## src/logic/dpec_pkg.sv

```systemverilog
package dpec_pkg;

   // ----------------------------------------------------------------------
   // Register map
   // ----------------------------------------------------------------------
   localparam logic [7:0]  DPEC_HUB_OFFSET   = 8'hE4;
   localparam logic [7:0]  DPEC_BUF_OFFSET   = 8'hE8;
   localparam logic [7:0]  DPEC_DRAM_OFFSET  = 8'hEC;
   localparam logic [7:0]  DPEC_MODE_OFFSET  = 8'hF0;
   localparam logic [7:0]  DPEC_STAT_OFFSET  = 8'hF4;

   // ----------------------------------------------------------------------
   // Field positions
   // ----------------------------------------------------------------------
   localparam int          DPEC_STOP_BIT     = 19;
   localparam int          DPEC_POISON_BIT   = 18;

   // ----------------------------------------------------------------------
   // Reset values
   // ----------------------------------------------------------------------
   localparam logic [31:0] DPEC_HUB_RESET    = 32'h0004_0000;
   localparam logic [31:0] DPEC_BUF_RESET    = 32'h0000_0000;
   localparam logic [31:0] DPEC_DRAM_RESET   = 32'h0000_0000;
   localparam logic [1:0]  DPEC_MODE_RESET   = 2'h0;

   // ----------------------------------------------------------------------
   // Memory error correction modes held in the controller configuration
   // ----------------------------------------------------------------------
   typedef enum logic [1:0]
   {
      DPEC_ECC_NONE = 2'b00,
      DPEC_ECC_72   = 2'b01,
      DPEC_ECC_X4   = 2'b10,
      DPEC_ECC_RSVD = 2'b11
   } dpec_ecc_t;

endpackage

```

## src/logic/dpec_top.sv

```systemverilog
// Our own choice: register access over Avalon-MM.
`timescale 1ns/10ps

module dpec_top
   import dpec_pkg::*;
#(
   parameter int WIDTH = 64
)
(
   input  wire logic             core_clk,
   input  wire logic             rst,
   input  wire logic [7:0]       avs_address,
   input  wire logic             avs_read,
   input  wire logic             avs_write,
   input  wire logic [31:0]      avs_writedata,
   input  wire logic [3:0]       avs_byteenable,
   output logic      [31:0]      avs_readdata,
   output logic                  avs_waitrequest,
   output logic      [1:0]       avs_response,
   input  wire logic             hub_in_valid,
   input  wire logic [WIDTH-1:0] hub_in_data,
   input  wire logic             hub_in_par_err,
   output logic                  hub_fwd_valid,
   output logic      [WIDTH-1:0] hub_fwd_data,
   output logic                  hub_fwd_poison,
   input  wire logic             core_out_valid,
   input  wire logic [WIDTH-1:0] core_out_data,
   input  wire logic             core_out_par_err,
   output logic                  hub_out_valid,
   output logic      [WIDTH-1:0] hub_out_data,
   output logic                  hub_out_poison,
   output logic                  hub_out_report,
   input  wire logic             buf_in_valid,
   input  wire logic [WIDTH-1:0] buf_in_data,
   input  wire logic             buf_in_par_err,
   output logic                  buf_fwd_valid,
   output logic      [WIDTH-1:0] buf_fwd_data,
   output logic                  buf_fwd_poison,
   input  wire logic             dram_in_valid,
   input  wire logic [WIDTH-1:0] dram_in_data,
   input  wire logic             dram_in_par_err,
   output logic                  dram_fwd_valid,
   output logic      [WIDTH-1:0] dram_fwd_data,
   output logic                  dram_fwd_poison
);

   localparam logic [31:0] HUB_MASK  = 32'h000C_0000;
   localparam logic [31:0] POIS_MASK = 32'h0004_0000;
   localparam logic [1:0]  RSP_OK    = 2'h0;
   localparam logic [1:0]  RSP_DEC   = 2'h3;

   // Refuses a data width that the paths cannot carry.
   if (WIDTH < 1)
   begin : g_width_check
      $error("dpec_top needs WIDTH of at least one");
   end

   // ----------------------------------------------------------------------
   // Bus slave state
   // ----------------------------------------------------------------------
   typedef struct packed
   {
      logic        ack;
      logic [31:0] rdata;
      logic [1:0]  resp;
      logic [1:0]  ecc_mode;
      logic [3:0]  err_seen;
   } dpec_state_t;

   dpec_state_t st_reg;
   dpec_state_t st_next;

   logic [31:0] hub_val;
   logic [31:0] buf_val;
   logic [31:0] dram_val;
   logic        req;
   logic        hub_wr;
   logic        buf_wr;
   logic        dram_wr;
   logic        hub_poison_en;
   logic        hub_stop_en;
   logic        buf_poison_en;
   logic        dram_poison_en;
   logic        buf_mode_ok;
   logic        dram_mode_ok;
   logic        buf_report;
   logic        dram_report;
   logic        hub_in_report;

   assign req     = (avs_read || avs_write) && !st_reg.ack;
   assign hub_wr  = req && avs_write && (avs_address == DPEC_HUB_OFFSET);
   assign buf_wr  = req && avs_write && (avs_address == DPEC_BUF_OFFSET);
   assign dram_wr = req && avs_write && (avs_address == DPEC_DRAM_OFFSET);

   // ----------------------------------------------------------------------
   // Control registers
   // ----------------------------------------------------------------------

   // Hub link register comes out of reset with only poisoning enabled.
   dpec_ctrl_reg #(
      .RESET_VAL (DPEC_HUB_RESET),
      .WR_MASK   (HUB_MASK)
   ) u_hub_reg (
      .core_clk  (core_clk),
      .rst       (rst),
      .wr_en     (hub_wr),
      .byte_en   (avs_byteenable),
      .wr_data   (avs_writedata),
      .value     (hub_val)
   );

   // Buffer register holds only its poison enable; resets to zero.
   dpec_ctrl_reg #(
      .RESET_VAL (DPEC_BUF_RESET),
      .WR_MASK   (POIS_MASK)
   ) u_buf_reg (
      .core_clk  (core_clk),
      .rst       (rst),
      .wr_en     (buf_wr),
      .byte_en   (avs_byteenable),
      .wr_data   (avs_writedata),
      .value     (buf_val)
   );

   // DRAM register holds only its poison enable; resets to zero.
   dpec_ctrl_reg #(
      .RESET_VAL (DPEC_DRAM_RESET),
      .WR_MASK   (POIS_MASK)
   ) u_dram_reg (
      .core_clk  (core_clk),
      .rst       (rst),
      .wr_en     (dram_wr),
      .byte_en   (avs_byteenable),
      .wr_data   (avs_writedata),
      .value     (dram_val)
   );

   assign hub_poison_en  = hub_val[DPEC_POISON_BIT];
   assign hub_stop_en    = hub_val[DPEC_STOP_BIT];

   // Buffer poisoning needs 72-bit or x4 correction mode.
   assign buf_mode_ok    = (st_reg.ecc_mode == DPEC_ECC_72) ||
                           (st_reg.ecc_mode == DPEC_ECC_X4);
   // DRAM poisoning needs 72-bit or x4 correction mode.
   assign dram_mode_ok   = (st_reg.ecc_mode == DPEC_ECC_72) ||
                           (st_reg.ecc_mode == DPEC_ECC_X4);
   assign buf_poison_en  = buf_val[DPEC_POISON_BIT] && buf_mode_ok;
   assign dram_poison_en = dram_val[DPEC_POISON_BIT] && dram_mode_ok;

   // ----------------------------------------------------------------------
   // Data paths
   // ----------------------------------------------------------------------

   // Incoming hub data: poisoned on parity error when enabled.
   dpec_path #(.WIDTH(WIDTH)) u_hub_in (
      .core_clk   (core_clk),
      .rst        (rst),
      .in_valid   (hub_in_valid),
      .in_data    (hub_in_data),
      .in_par_err (hub_in_par_err),
      .poison_en  (hub_poison_en),
      .stop_en    (1'b0),
      .out_valid  (hub_fwd_valid),
      .out_data   (hub_fwd_data),
      .out_poison (hub_fwd_poison),
      .out_report (hub_in_report)
   );

   // Outgoing hub data: propagate, or report only when stop is set.
   dpec_path #(.WIDTH(WIDTH)) u_hub_out (
      .core_clk   (core_clk),
      .rst        (rst),
      .in_valid   (core_out_valid),
      .in_data    (core_out_data),
      .in_par_err (core_out_par_err),
      .poison_en  (1'b1),
      .stop_en    (hub_stop_en),
      .out_valid  (hub_out_valid),
      .out_data   (hub_out_data),
      .out_poison (hub_out_poison),
      .out_report (hub_out_report)
   );

   // Posted write buffer data; clean parity when disabled.
   dpec_path #(.WIDTH(WIDTH)) u_buf (
      .core_clk   (core_clk),
      .rst        (rst),
      .in_valid   (buf_in_valid),
      .in_data    (buf_in_data),
      .in_par_err (buf_in_par_err),
      .poison_en  (buf_poison_en),
      .stop_en    (1'b0),
      .out_valid  (buf_fwd_valid),
      .out_data   (buf_fwd_data),
      .out_poison (buf_fwd_poison),
      .out_report (buf_report)
   );

   // DRAM read data; clean parity when disabled.
   dpec_path #(.WIDTH(WIDTH)) u_dram (
      .core_clk   (core_clk),
      .rst        (rst),
      .in_valid   (dram_in_valid),
      .in_data    (dram_in_data),
      .in_par_err (dram_in_par_err),
      .poison_en  (dram_poison_en),
      .stop_en    (1'b0),
      .out_valid  (dram_fwd_valid),
      .out_data   (dram_fwd_data),
      .out_poison (dram_fwd_poison),
      .out_report (dram_report)
   );

   // ----------------------------------------------------------------------
   // Bus slave and status
   // ----------------------------------------------------------------------

   // One wait cycle per access; reads return masked register images.
   always_comb
   begin
      st_next       = st_reg;
      st_next.ack   = req;
      st_next.rdata = 32'h0000_0000;
      st_next.resp  = RSP_OK;
      // Hardware sets the sticky seen bits; a set wins over a clear.
      if (req && avs_write && (avs_address == DPEC_STAT_OFFSET))
      begin
         st_next.err_seen = st_reg.err_seen & ~avs_writedata[3:0];
      end
      st_next.err_seen = st_next.err_seen |
                         {dram_fwd_poison, buf_fwd_poison,
                          hub_out_report, hub_fwd_poison};
      if (req && avs_write && (avs_address == DPEC_MODE_OFFSET) &&
          avs_byteenable[0])
      begin
         st_next.ecc_mode = avs_writedata[1:0];
      end
      if (req)
      begin
         unique case (avs_address)
            DPEC_HUB_OFFSET:  st_next.rdata = hub_val & HUB_MASK;
            DPEC_BUF_OFFSET:  st_next.rdata = buf_val & POIS_MASK;
            DPEC_DRAM_OFFSET: st_next.rdata = dram_val & POIS_MASK;
            DPEC_MODE_OFFSET: st_next.rdata = {30'h0, st_reg.ecc_mode};
            DPEC_STAT_OFFSET: st_next.rdata = {28'h0, st_reg.err_seen};
            default:          st_next.resp  = RSP_DEC;
         endcase
         if (!avs_read)
         begin
            st_next.rdata = 32'h0000_0000;
         end
      end
   end

   // Slave state register.
   always_ff @(posedge core_clk or posedge rst)
   begin
      if (rst)
      begin
         st_reg <= '{ack: 1'b0, rdata: 32'h0000_0000, resp: RSP_OK,
                     ecc_mode: DPEC_MODE_RESET, err_seen: 4'h0};
      end
      else
      begin
         st_reg <= st_next;
      end
   end

   assign avs_waitrequest = (avs_read || avs_write) && !st_reg.ack;
   assign avs_readdata    = st_reg.rdata;
   assign avs_response    = st_reg.resp;

   // ----------------------------------------------------------------------
   // Checks
   // ----------------------------------------------------------------------

   stop_report_a: assert property (@(posedge core_clk) disable iff (rst)
      (core_out_valid && core_out_par_err && hub_stop_en)
      |=> hub_out_report && !hub_out_poison)
      else $error("stopped outgoing error still propagated");

   hub_poison_a: assert property (@(posedge core_clk) disable iff (rst)
      (hub_in_valid && hub_in_par_err && hub_poison_en)
      |=> hub_fwd_poison)
      else $error("hub parity error not poisoned");

   hub_reset_a: assert property (@(posedge core_clk)
      $fell(rst) |-> hub_val == DPEC_HUB_RESET)
      else $error("hub register reset value wrong");

   buf_mode_a: assert property (@(posedge core_clk) disable iff (rst)
      (buf_in_valid && buf_in_par_err && buf_val[DPEC_POISON_BIT]
       && st_reg.ecc_mode == DPEC_ECC_NONE && !$changed(st_reg.ecc_mode))
      |=> !buf_fwd_poison)
      else $error("buffer poisoned outside ECC mode");

   dram_poison_a: assert property (@(posedge core_clk) disable iff (rst)
      (dram_in_valid && dram_in_par_err && dram_poison_en)
      |=> dram_fwd_poison)
      else $error("DRAM parity error not poisoned");

   clean_parity_a: assert property (@(posedge core_clk) disable iff (rst)
      !buf_val[DPEC_POISON_BIT] |=> !buf_fwd_poison)
      else $error("buffer poisoned while disabled");

   reserved_read_a: assert property (@(posedge core_clk) disable iff (rst)
      ($past(req) && $past(avs_read)
       && $past(avs_address) == DPEC_HUB_OFFSET)
      |-> (avs_readdata & ~HUB_MASK) == 32'h0000_0000)
      else $error("reserved hub bits read nonzero");

   bus_answer_a: assert property (@(posedge core_clk) disable iff (rst)
      (avs_read && avs_waitrequest) |=> !avs_waitrequest)
      else $error("read not answered in one cycle");

endmodule // dpec_top

```

## src/logic/dpec_path.sv

```systemverilog
`timescale 1ns/10ps

// Registered data stage that poisons or reports parity errors, or forwards them unmarked.
module dpec_path
   import dpec_pkg::*;
#(
   parameter int WIDTH = 64
)
(
   input  wire logic             core_clk,
   input  wire logic             rst,
   input  wire logic             in_valid,
   input  wire logic [WIDTH-1:0] in_data,
   input  wire logic             in_par_err,
   input  wire logic             poison_en,
   input  wire logic             stop_en,
   output logic                  out_valid,
   output logic      [WIDTH-1:0] out_data,
   output logic                  out_poison,
   output logic                  out_report
);

   // Refuses a data width that the stage cannot hold.
   if (WIDTH < 1)
   begin : g_width_check
      $error("dpec_path needs WIDTH of at least one");
   end

   typedef struct packed
   {
      logic             valid;
      logic [WIDTH-1:0] data;
      logic             poison;
      logic             report;
   } dpec_path_t;

   dpec_path_t st_reg;
   dpec_path_t st_next;

   // ----------------------------------------------------------------------
   // Next state
   // ----------------------------------------------------------------------

   // A bad beat is marked poisoned when enabled; stop turns poison into a
   // report only, and a clear enable forwards clean data.
   always_comb
   begin
      st_next        = st_reg;
      st_next.valid  = in_valid;
      st_next.data   = in_data;
      st_next.poison = in_valid && in_par_err && poison_en && !stop_en;
      st_next.report = in_valid && in_par_err && poison_en && stop_en;
   end

   // Stage register.
   always_ff @(posedge core_clk or posedge rst)
   begin
      if (rst)
      begin
         st_reg <= '0;
      end
      else
      begin
         st_reg <= st_next;
      end
   end

   assign out_valid  = st_reg.valid;
   assign out_data   = st_reg.data;
   assign out_poison = st_reg.poison;
   assign out_report = st_reg.report;

   poison_cause_a: assert property (@(posedge core_clk) disable iff (rst)
      out_poison |-> $past(in_par_err) && $past(poison_en)
         && $past(in_valid) && !$past(stop_en))
      else $error("poison without an enabled parity error");

   clean_forward_a: assert property (@(posedge core_clk) disable iff (rst)
      (in_valid && !poison_en) |=> out_valid && !out_poison && !out_report)
      else $error("data marked while checking is off");

endmodule // dpec_path

```

## src/logic/dpec_ctrl_reg.sv

```systemverilog
`timescale 1ns/10ps

// One control register holding a single writable bit group.
module dpec_ctrl_reg
   import dpec_pkg::*;
#(
   parameter logic [31:0] RESET_VAL = 32'h0000_0000,
   parameter logic [31:0] WR_MASK   = 32'h0004_0000
)
(
   input  wire logic        core_clk,
   input  wire logic        rst,
   input  wire logic        wr_en,
   input  wire logic [3:0]  byte_en,
   input  wire logic [31:0] wr_data,
   output logic      [31:0] value
);

   typedef struct packed
   {
      logic [31:0] val;
   } dpec_reg_t;

   dpec_reg_t st_reg;
   dpec_reg_t st_next;
   logic [31:0] lane_mask;

   // Only enabled lanes and writable bits change; all other bits keep their value.
   always_comb
   begin
      lane_mask = {{8{byte_en[3]}}, {8{byte_en[2]}},
                   {8{byte_en[1]}}, {8{byte_en[0]}}} & WR_MASK;
      st_next   = st_reg;
      if (wr_en)
      begin
         st_next.val = (st_reg.val & ~lane_mask) | (wr_data & lane_mask);
      end
   end

   // Register stage.
   always_ff @(posedge core_clk or posedge rst)
   begin
      if (rst)
      begin
         st_reg <= '{val: RESET_VAL};
      end
      else
      begin
         st_reg <= st_next;
      end
   end

   assign value = st_reg.val;

   reserved_zero_a: assert property (@(posedge core_clk) disable iff (rst)
      (value & ~WR_MASK) == 32'h0000_0000)
      else $error("reserved bits read nonzero");

endmodule // dpec_ctrl_reg

```

## config.mk

```make
export PLATFORM = sky130hd
export DESIGN_NAME = dpec_top
export DESIGN_NICKNAME = d
export VERILOG_FILES = /design/src/logic/dpec_pkg.sv /design/src/logic/dpec_top.sv /design/src/logic/dpec_path.sv /design/src/logic/dpec_ctrl_reg.sv
export SDC_FILE = /design/constraint.sdc
export NUM_CORES = 1
export LEC_CHECK = 0
export BUFFER_PORTS_ARGS = -buffer_cell sky130_fd_sc_hd__buf_2
export CAP_MARGIN = 20
export CELL_PAD_IN_SITES_DETAIL_PLACEMENT = 1
export CELL_PAD_IN_SITES_GLOBAL_PLACEMENT = 1
export CORE_AREA = 5 5 236 238
export CTS_BUF_LIST = sky130_fd_sc_hd__clkbuf_4 sky130_fd_sc_hd__clkbuf_8
export CTS_CLUSTER_DIAMETER = 30
export DETAILED_ROUTE_END_ITERATION = 16
export DIE_AREA = 0 0 241 243
export GPL_ROUTABILITY_DRIVEN = 0
export PLACE_DENSITY = 0.53
export SETUP_SLACK_MARGIN = 0.3
export SYNTH_ARGS = -nofsm -noshare
export SYNTH_HDL_FRONTEND = slang
export SYNTH_SLANG_ARGS = --single-unit
```

## constraint.sdc

```tcl
create_clock -name core_clk -period 13.27 [get_ports core_clk]
set_input_delay 3.981 -clock core_clk [delete_from_list [all_inputs] [get_ports core_clk]]
set_output_delay 3.981 -clock core_clk [all_outputs]
set_load 0.01 [all_outputs]
```

After elaboration in Yosys (flattened, before gate mapping) --
Cells that the tools add are included.
Cells by class: reduce and logical (&&, ||, !) cells 24, equality and inequality tests 7, bitwise gates (word level) 13, mux-type cells 5
Operator list (count):
- one-hot mux 20 bit (5 select lines) | 1
- AND 32 bit | 3
- bitwise OR 32 bit | 3
- equality test 8 bit, second input constant | 5
- 2-to-1 mux 34 bit | 1
- AND 32 x 19 -> 32 bit | 1
- AND 32 x 20 -> 32 bit | 1
- 2-to-1 mux 32 bit | 1
- NOT 19 -> 32 bit | 1
- NOT 20 -> 32 bit | 1
- logical AND 1 bit | 19
- OR reduction 5 bit | 1
- AND 4 bit | 1
- 2-to-1 mux 4 bit | 1
- NOT 4 bit | 1
- bitwise OR 4 bit | 1
- equality test 2 x 1 -> 1 bit, second input constant | 1
- equality test 2 bit, second input constant | 1
- zero test 1 bit | 2
- logical OR 1 bit | 2
- 2-to-1 mux 2 bit | 1
Storage, ports and cells: output and inout bits 300, bits in registers 402, input bits 312, logic and storage cells 70

Logic depth before layout (Yosys ltp) --
word-level depth 6, mapped depth 4, gate-level depth less buffers 3

Modules after synthesis --
From an unflattened synthesis, not the netlist that was laid out.
Unflattened totals: cell total of the unflattened synthesis 490, area total of the unflattened synthesis 8688.3 um^2
Modules (own cells, without submodules):
- dpec_path | times used 4, area an instance 1700.4 um^2, cells an instance 70
- dpec_top | times used 1, area an instance 1008.5 um^2, cells an instance 101
- dpec_ctrl_reg at u_buf_reg ... | times used 2, area an instance 284.0 um^2, cells an instance 36
- dpec_ctrl_reg at u_hub_reg | times used 1, area an instance 310.3 um^2, cells an instance 37

Least setup slack after synthesis --
OpenSTA, ideal clock, no wires.
kind input to output, start in avs_write, end out avs_waitrequest, stages on the path 2, path slack 5.070 ns, path buffers 0, arrival 4.219 ns, path through nor2_1 nor2_1
On the way: longest elaborated chain between the ends 2
RTL lines:
- start: declaration | RTL line dpec_top.sv:14 | input wire logic avs_write,
- logical OR 1 bit | RTL line dpec_top.sv:269 | assign avs_waitrequest = (avs_read || avs_write) && !st_reg.ack;
- logical AND 1 bit | RTL line dpec_top.sv:269
- end: declaration | RTL line dpec_top.sv:18 | output logic avs_waitrequest,
Every way passes these cells.

Final worst setup path --
Ends and elaborated chain as after synthesis.

==> results.tsv <==
stage	metric	value	unit
status	status	completed	
setup_path	crit_path_end_kind	primary output	
drt	ant_nets	0	
floorplan	core_area	53400	um2
grt	grt_pass1_vias	6768	
power	seq_power_share	39.4	%
drt	via_count	5722	
synth	ys_top_cells_by_count	dfrtp_1, buf_4, nor2_1	
grt	antenna_found_initial	11	
drt	first_iter_violations	94	
grt	grt_pass1_wl	42900	um
sta	finalCritPeriodShare	63.8	%
power	leakage	6.72	nW
sta	worst_pin_slew	0.853	ns
floorplan	die_h	243	um
grt	grt-ovfl-total	0	
hold_path	hold_class	register to register	
setup_path	cp.required	9.29	ns
floorplan	die_w	241	um
synth	synth.avg_cell_area	20.3	um2
cells_and_area	fin_util	24.6	%
synth	synthTopCellsByArea	dfrtp_1, buf_4, mux2_2	
setup_path	cpPeakStageDelay	0.17	ns
synth	synth_warnings	0	
synth	yosysTopAreaCell	dfrtp_1	
cells_and_area	finalNetCount	1321	
sta	hold_viol	0	
floorplan	start_util	14.6	%
grt	grt.total_usage	9.91	%
placed_design	portBuffers	557	
setup_path	crit_chain	buf_2 -> nor2_1 -> nor2_1 -> buf_2	
floorplan	row_count	85	
power	power	2.33	mW
clocking	clk_path_buf_depth	3	
power	clock_power_share	54.3	%
synth	async_reset_ff_share	100	%
setup_path	cp-start-kind	primary input	
power	p_switching	0.547	mW
setup_path	slowest_stage	nor2_1	
synth	synth.most_common_cell	dfrtp_1	
setup_path	worst-setup-path-type	primary input to primary output	
sta	slew_viol_final	0	
synth	yosysUniqueCellTypes	31	
clocking	cts_resized	0	
flow_run	drv_cap	0	
drt	drc	0	
cells_and_area	synthToLayoutAreaGrowth	68.0	%
synth	synthesis.instances	384	
power	swShare	23.5	%
cells_and_area	ff_latch_area	7080	um2
sta	fin_crit	8.47	ns
floorplan	ioPinCount	612	
clocking	path_clk_slew	0.04	ns
synth	synth_area	7800	um2
power	pwr-share-comb	6.3	%
drt	wl_per_cell	17.2	um
drt	vias_per_cell	3.24	
synth	synth-seq-cells	283	
synth	synth.yosys.seq_area_share	90.8	%
placed_design	post-dp-hpwl	24200	um
clocking	cts_setup_buffers	0	
sta	setup_tns	0	ns
cells_and_area	drive_above_1_share	66.0	%
synth	synthFlopType	dfrtp_1	
clocking	root_buffer	clkbuf_8	
grt	grt_max_degree	95	
setup_path	cp.arrival	4.49	ns
synth	synth_edf_count	0	
sta	clock_skew	0.0343	ns
clocking	numCtsBuffers	73	
setup_path	crit_fanout	4	
drt	first_pass_iters	4	
sta	max_slew_margin	43.1	%
cells_and_area	n_fill_cell	6048	
drt	drt_wl_total	30500	um
sta	fin_hold_ws	0.457	ns
synth	yosysTopAreaCellShare	90.4	%
clocking	insertion_delay	0.61	ns
power	pwr_density_cell	178	nW/um2
power	peakVddDrop	0.0000807	V
sta	worst_slack	4.80	ns
floorplan	die-area	58600	um2
clocking	hold_buffers	0	
sta	max_freq	118	MHz
power	intPower	1.79	mW
clocking	htree_levels	3	
sta	finalSetupViolCount	0	
clocking	cts_tree	yes	
placed_design	post-place-ws	4.79	ns
clocking	clock-sinks	283	
cells_and_area	multi_input_area	536	um2
sta	rsz0062_at_grt	no	
-- cells in the final DEF (no fill, tap or decap), types with 3 or more instances in the layout --
cell / instances
inv_6: 3
conb_1: 26
mux2_2: 5
buf_2: 557
nor3_1: 3
nand3_1: 4
dfrtp_1: 282
buf_4: 3
diode_2: 5
clkbuf_4: 8
nor2b_1: 4
clkbuf_8: 82
nand2_1: 4
bufinv_16: 11
clkinv_2: 10
clkinv_4: 5
nand4_1: 6
a21o_1: 4
clkinvlp_4: 13
nor2_1: 9
and3_1: 5
-- metrics by stage --
step | area (um2) | std cells
finish | 13100 | 1768
global route | 13100 | 1764
CTS | 13100 | 1762
detailed placement | 11300 | 1629
global placement | 11300 | 1628
floorplan | 7900 | 409
-- power by group through the flow --
| stage | Clock (mW) | Combinational [mW] | Sequential, mW |
|---|---|---|---|
| final | 1.27 | 0.147 | 0.918 |
| after global routing | 1.36 | 0.162 | 0.922 |
| after floorplan | 0 | 0.0291 | 0.955 |
| after detailed placement | 0 | 0.151 | 0.933 |
| after CTS | 1.32 | 0.151 | 0.919 |
| after global placement | 0 | 0.149 | 0.932 |
-- layer usage --
metal / track usage [%] / wire, um / vias up
met5: 0 / 52 / -
met1: 9.69 / 10500 / 2800
met3: 5.11 / 3730 / 75
met2: 17.1 / 15300 / 371
li1: - / - / 2468
met4: 4.96 / 928 / 8
-- final timing paths --
path                                        start                      to  slack, ns  depth (start not counted)
max in group asynchronous                     rst  u_hub_out.out_data[60]       7.77                          4
worst min register to register  u_dram.out_poison               st_reg[3]       0.46                          1
min in group asynchronous                     rst   u_hub_in.out_data[14]       3.46                          2
worst max-delay path                    avs_write         avs_waitrequest       4.80                          4
worst min-delay path            u_dram.out_poison               st_reg[3]       0.46                          1
worst max register to register         st_reg[40]               st_reg[4]      11.57                          3
-- layout make-up --
type                    count  share of cell area [%]
diodes                      5                  0.0954
clock buffers              90                    9.07
clock inverters            43                    4.27
inverters                   1                  0.0859
multi-input cells          88                    4.09
flip-flops and latches    283                    54.0
well taps                 696                    6.64
repair buffers            562                    21.7
-- cells by family (layout without fill, tap and decap cells) --
family / count (synthesis) / in the layout / share of synthesized area (%)
multiplexers: 9 / 9 / 1.27
buffers and inverters: 38 / 696 / 3.58
AND/OR/NAND/NOR: 45 / 45 / 3.53
other: 1 / 31 / 0.0481
XOR/XNOR: 1 / 1 / 0.112
flip-flops: 283 / 283 / 90.8
AO/OA/AOI/OAI: 7 / 7 / 0.706
-- critical path: cells and delay by family --
family,cells,cell delay (ns)
simple gates,2,0.23
buf+inv,2,0.28
No activity file was read; power rests on OpenSTA's default activity.
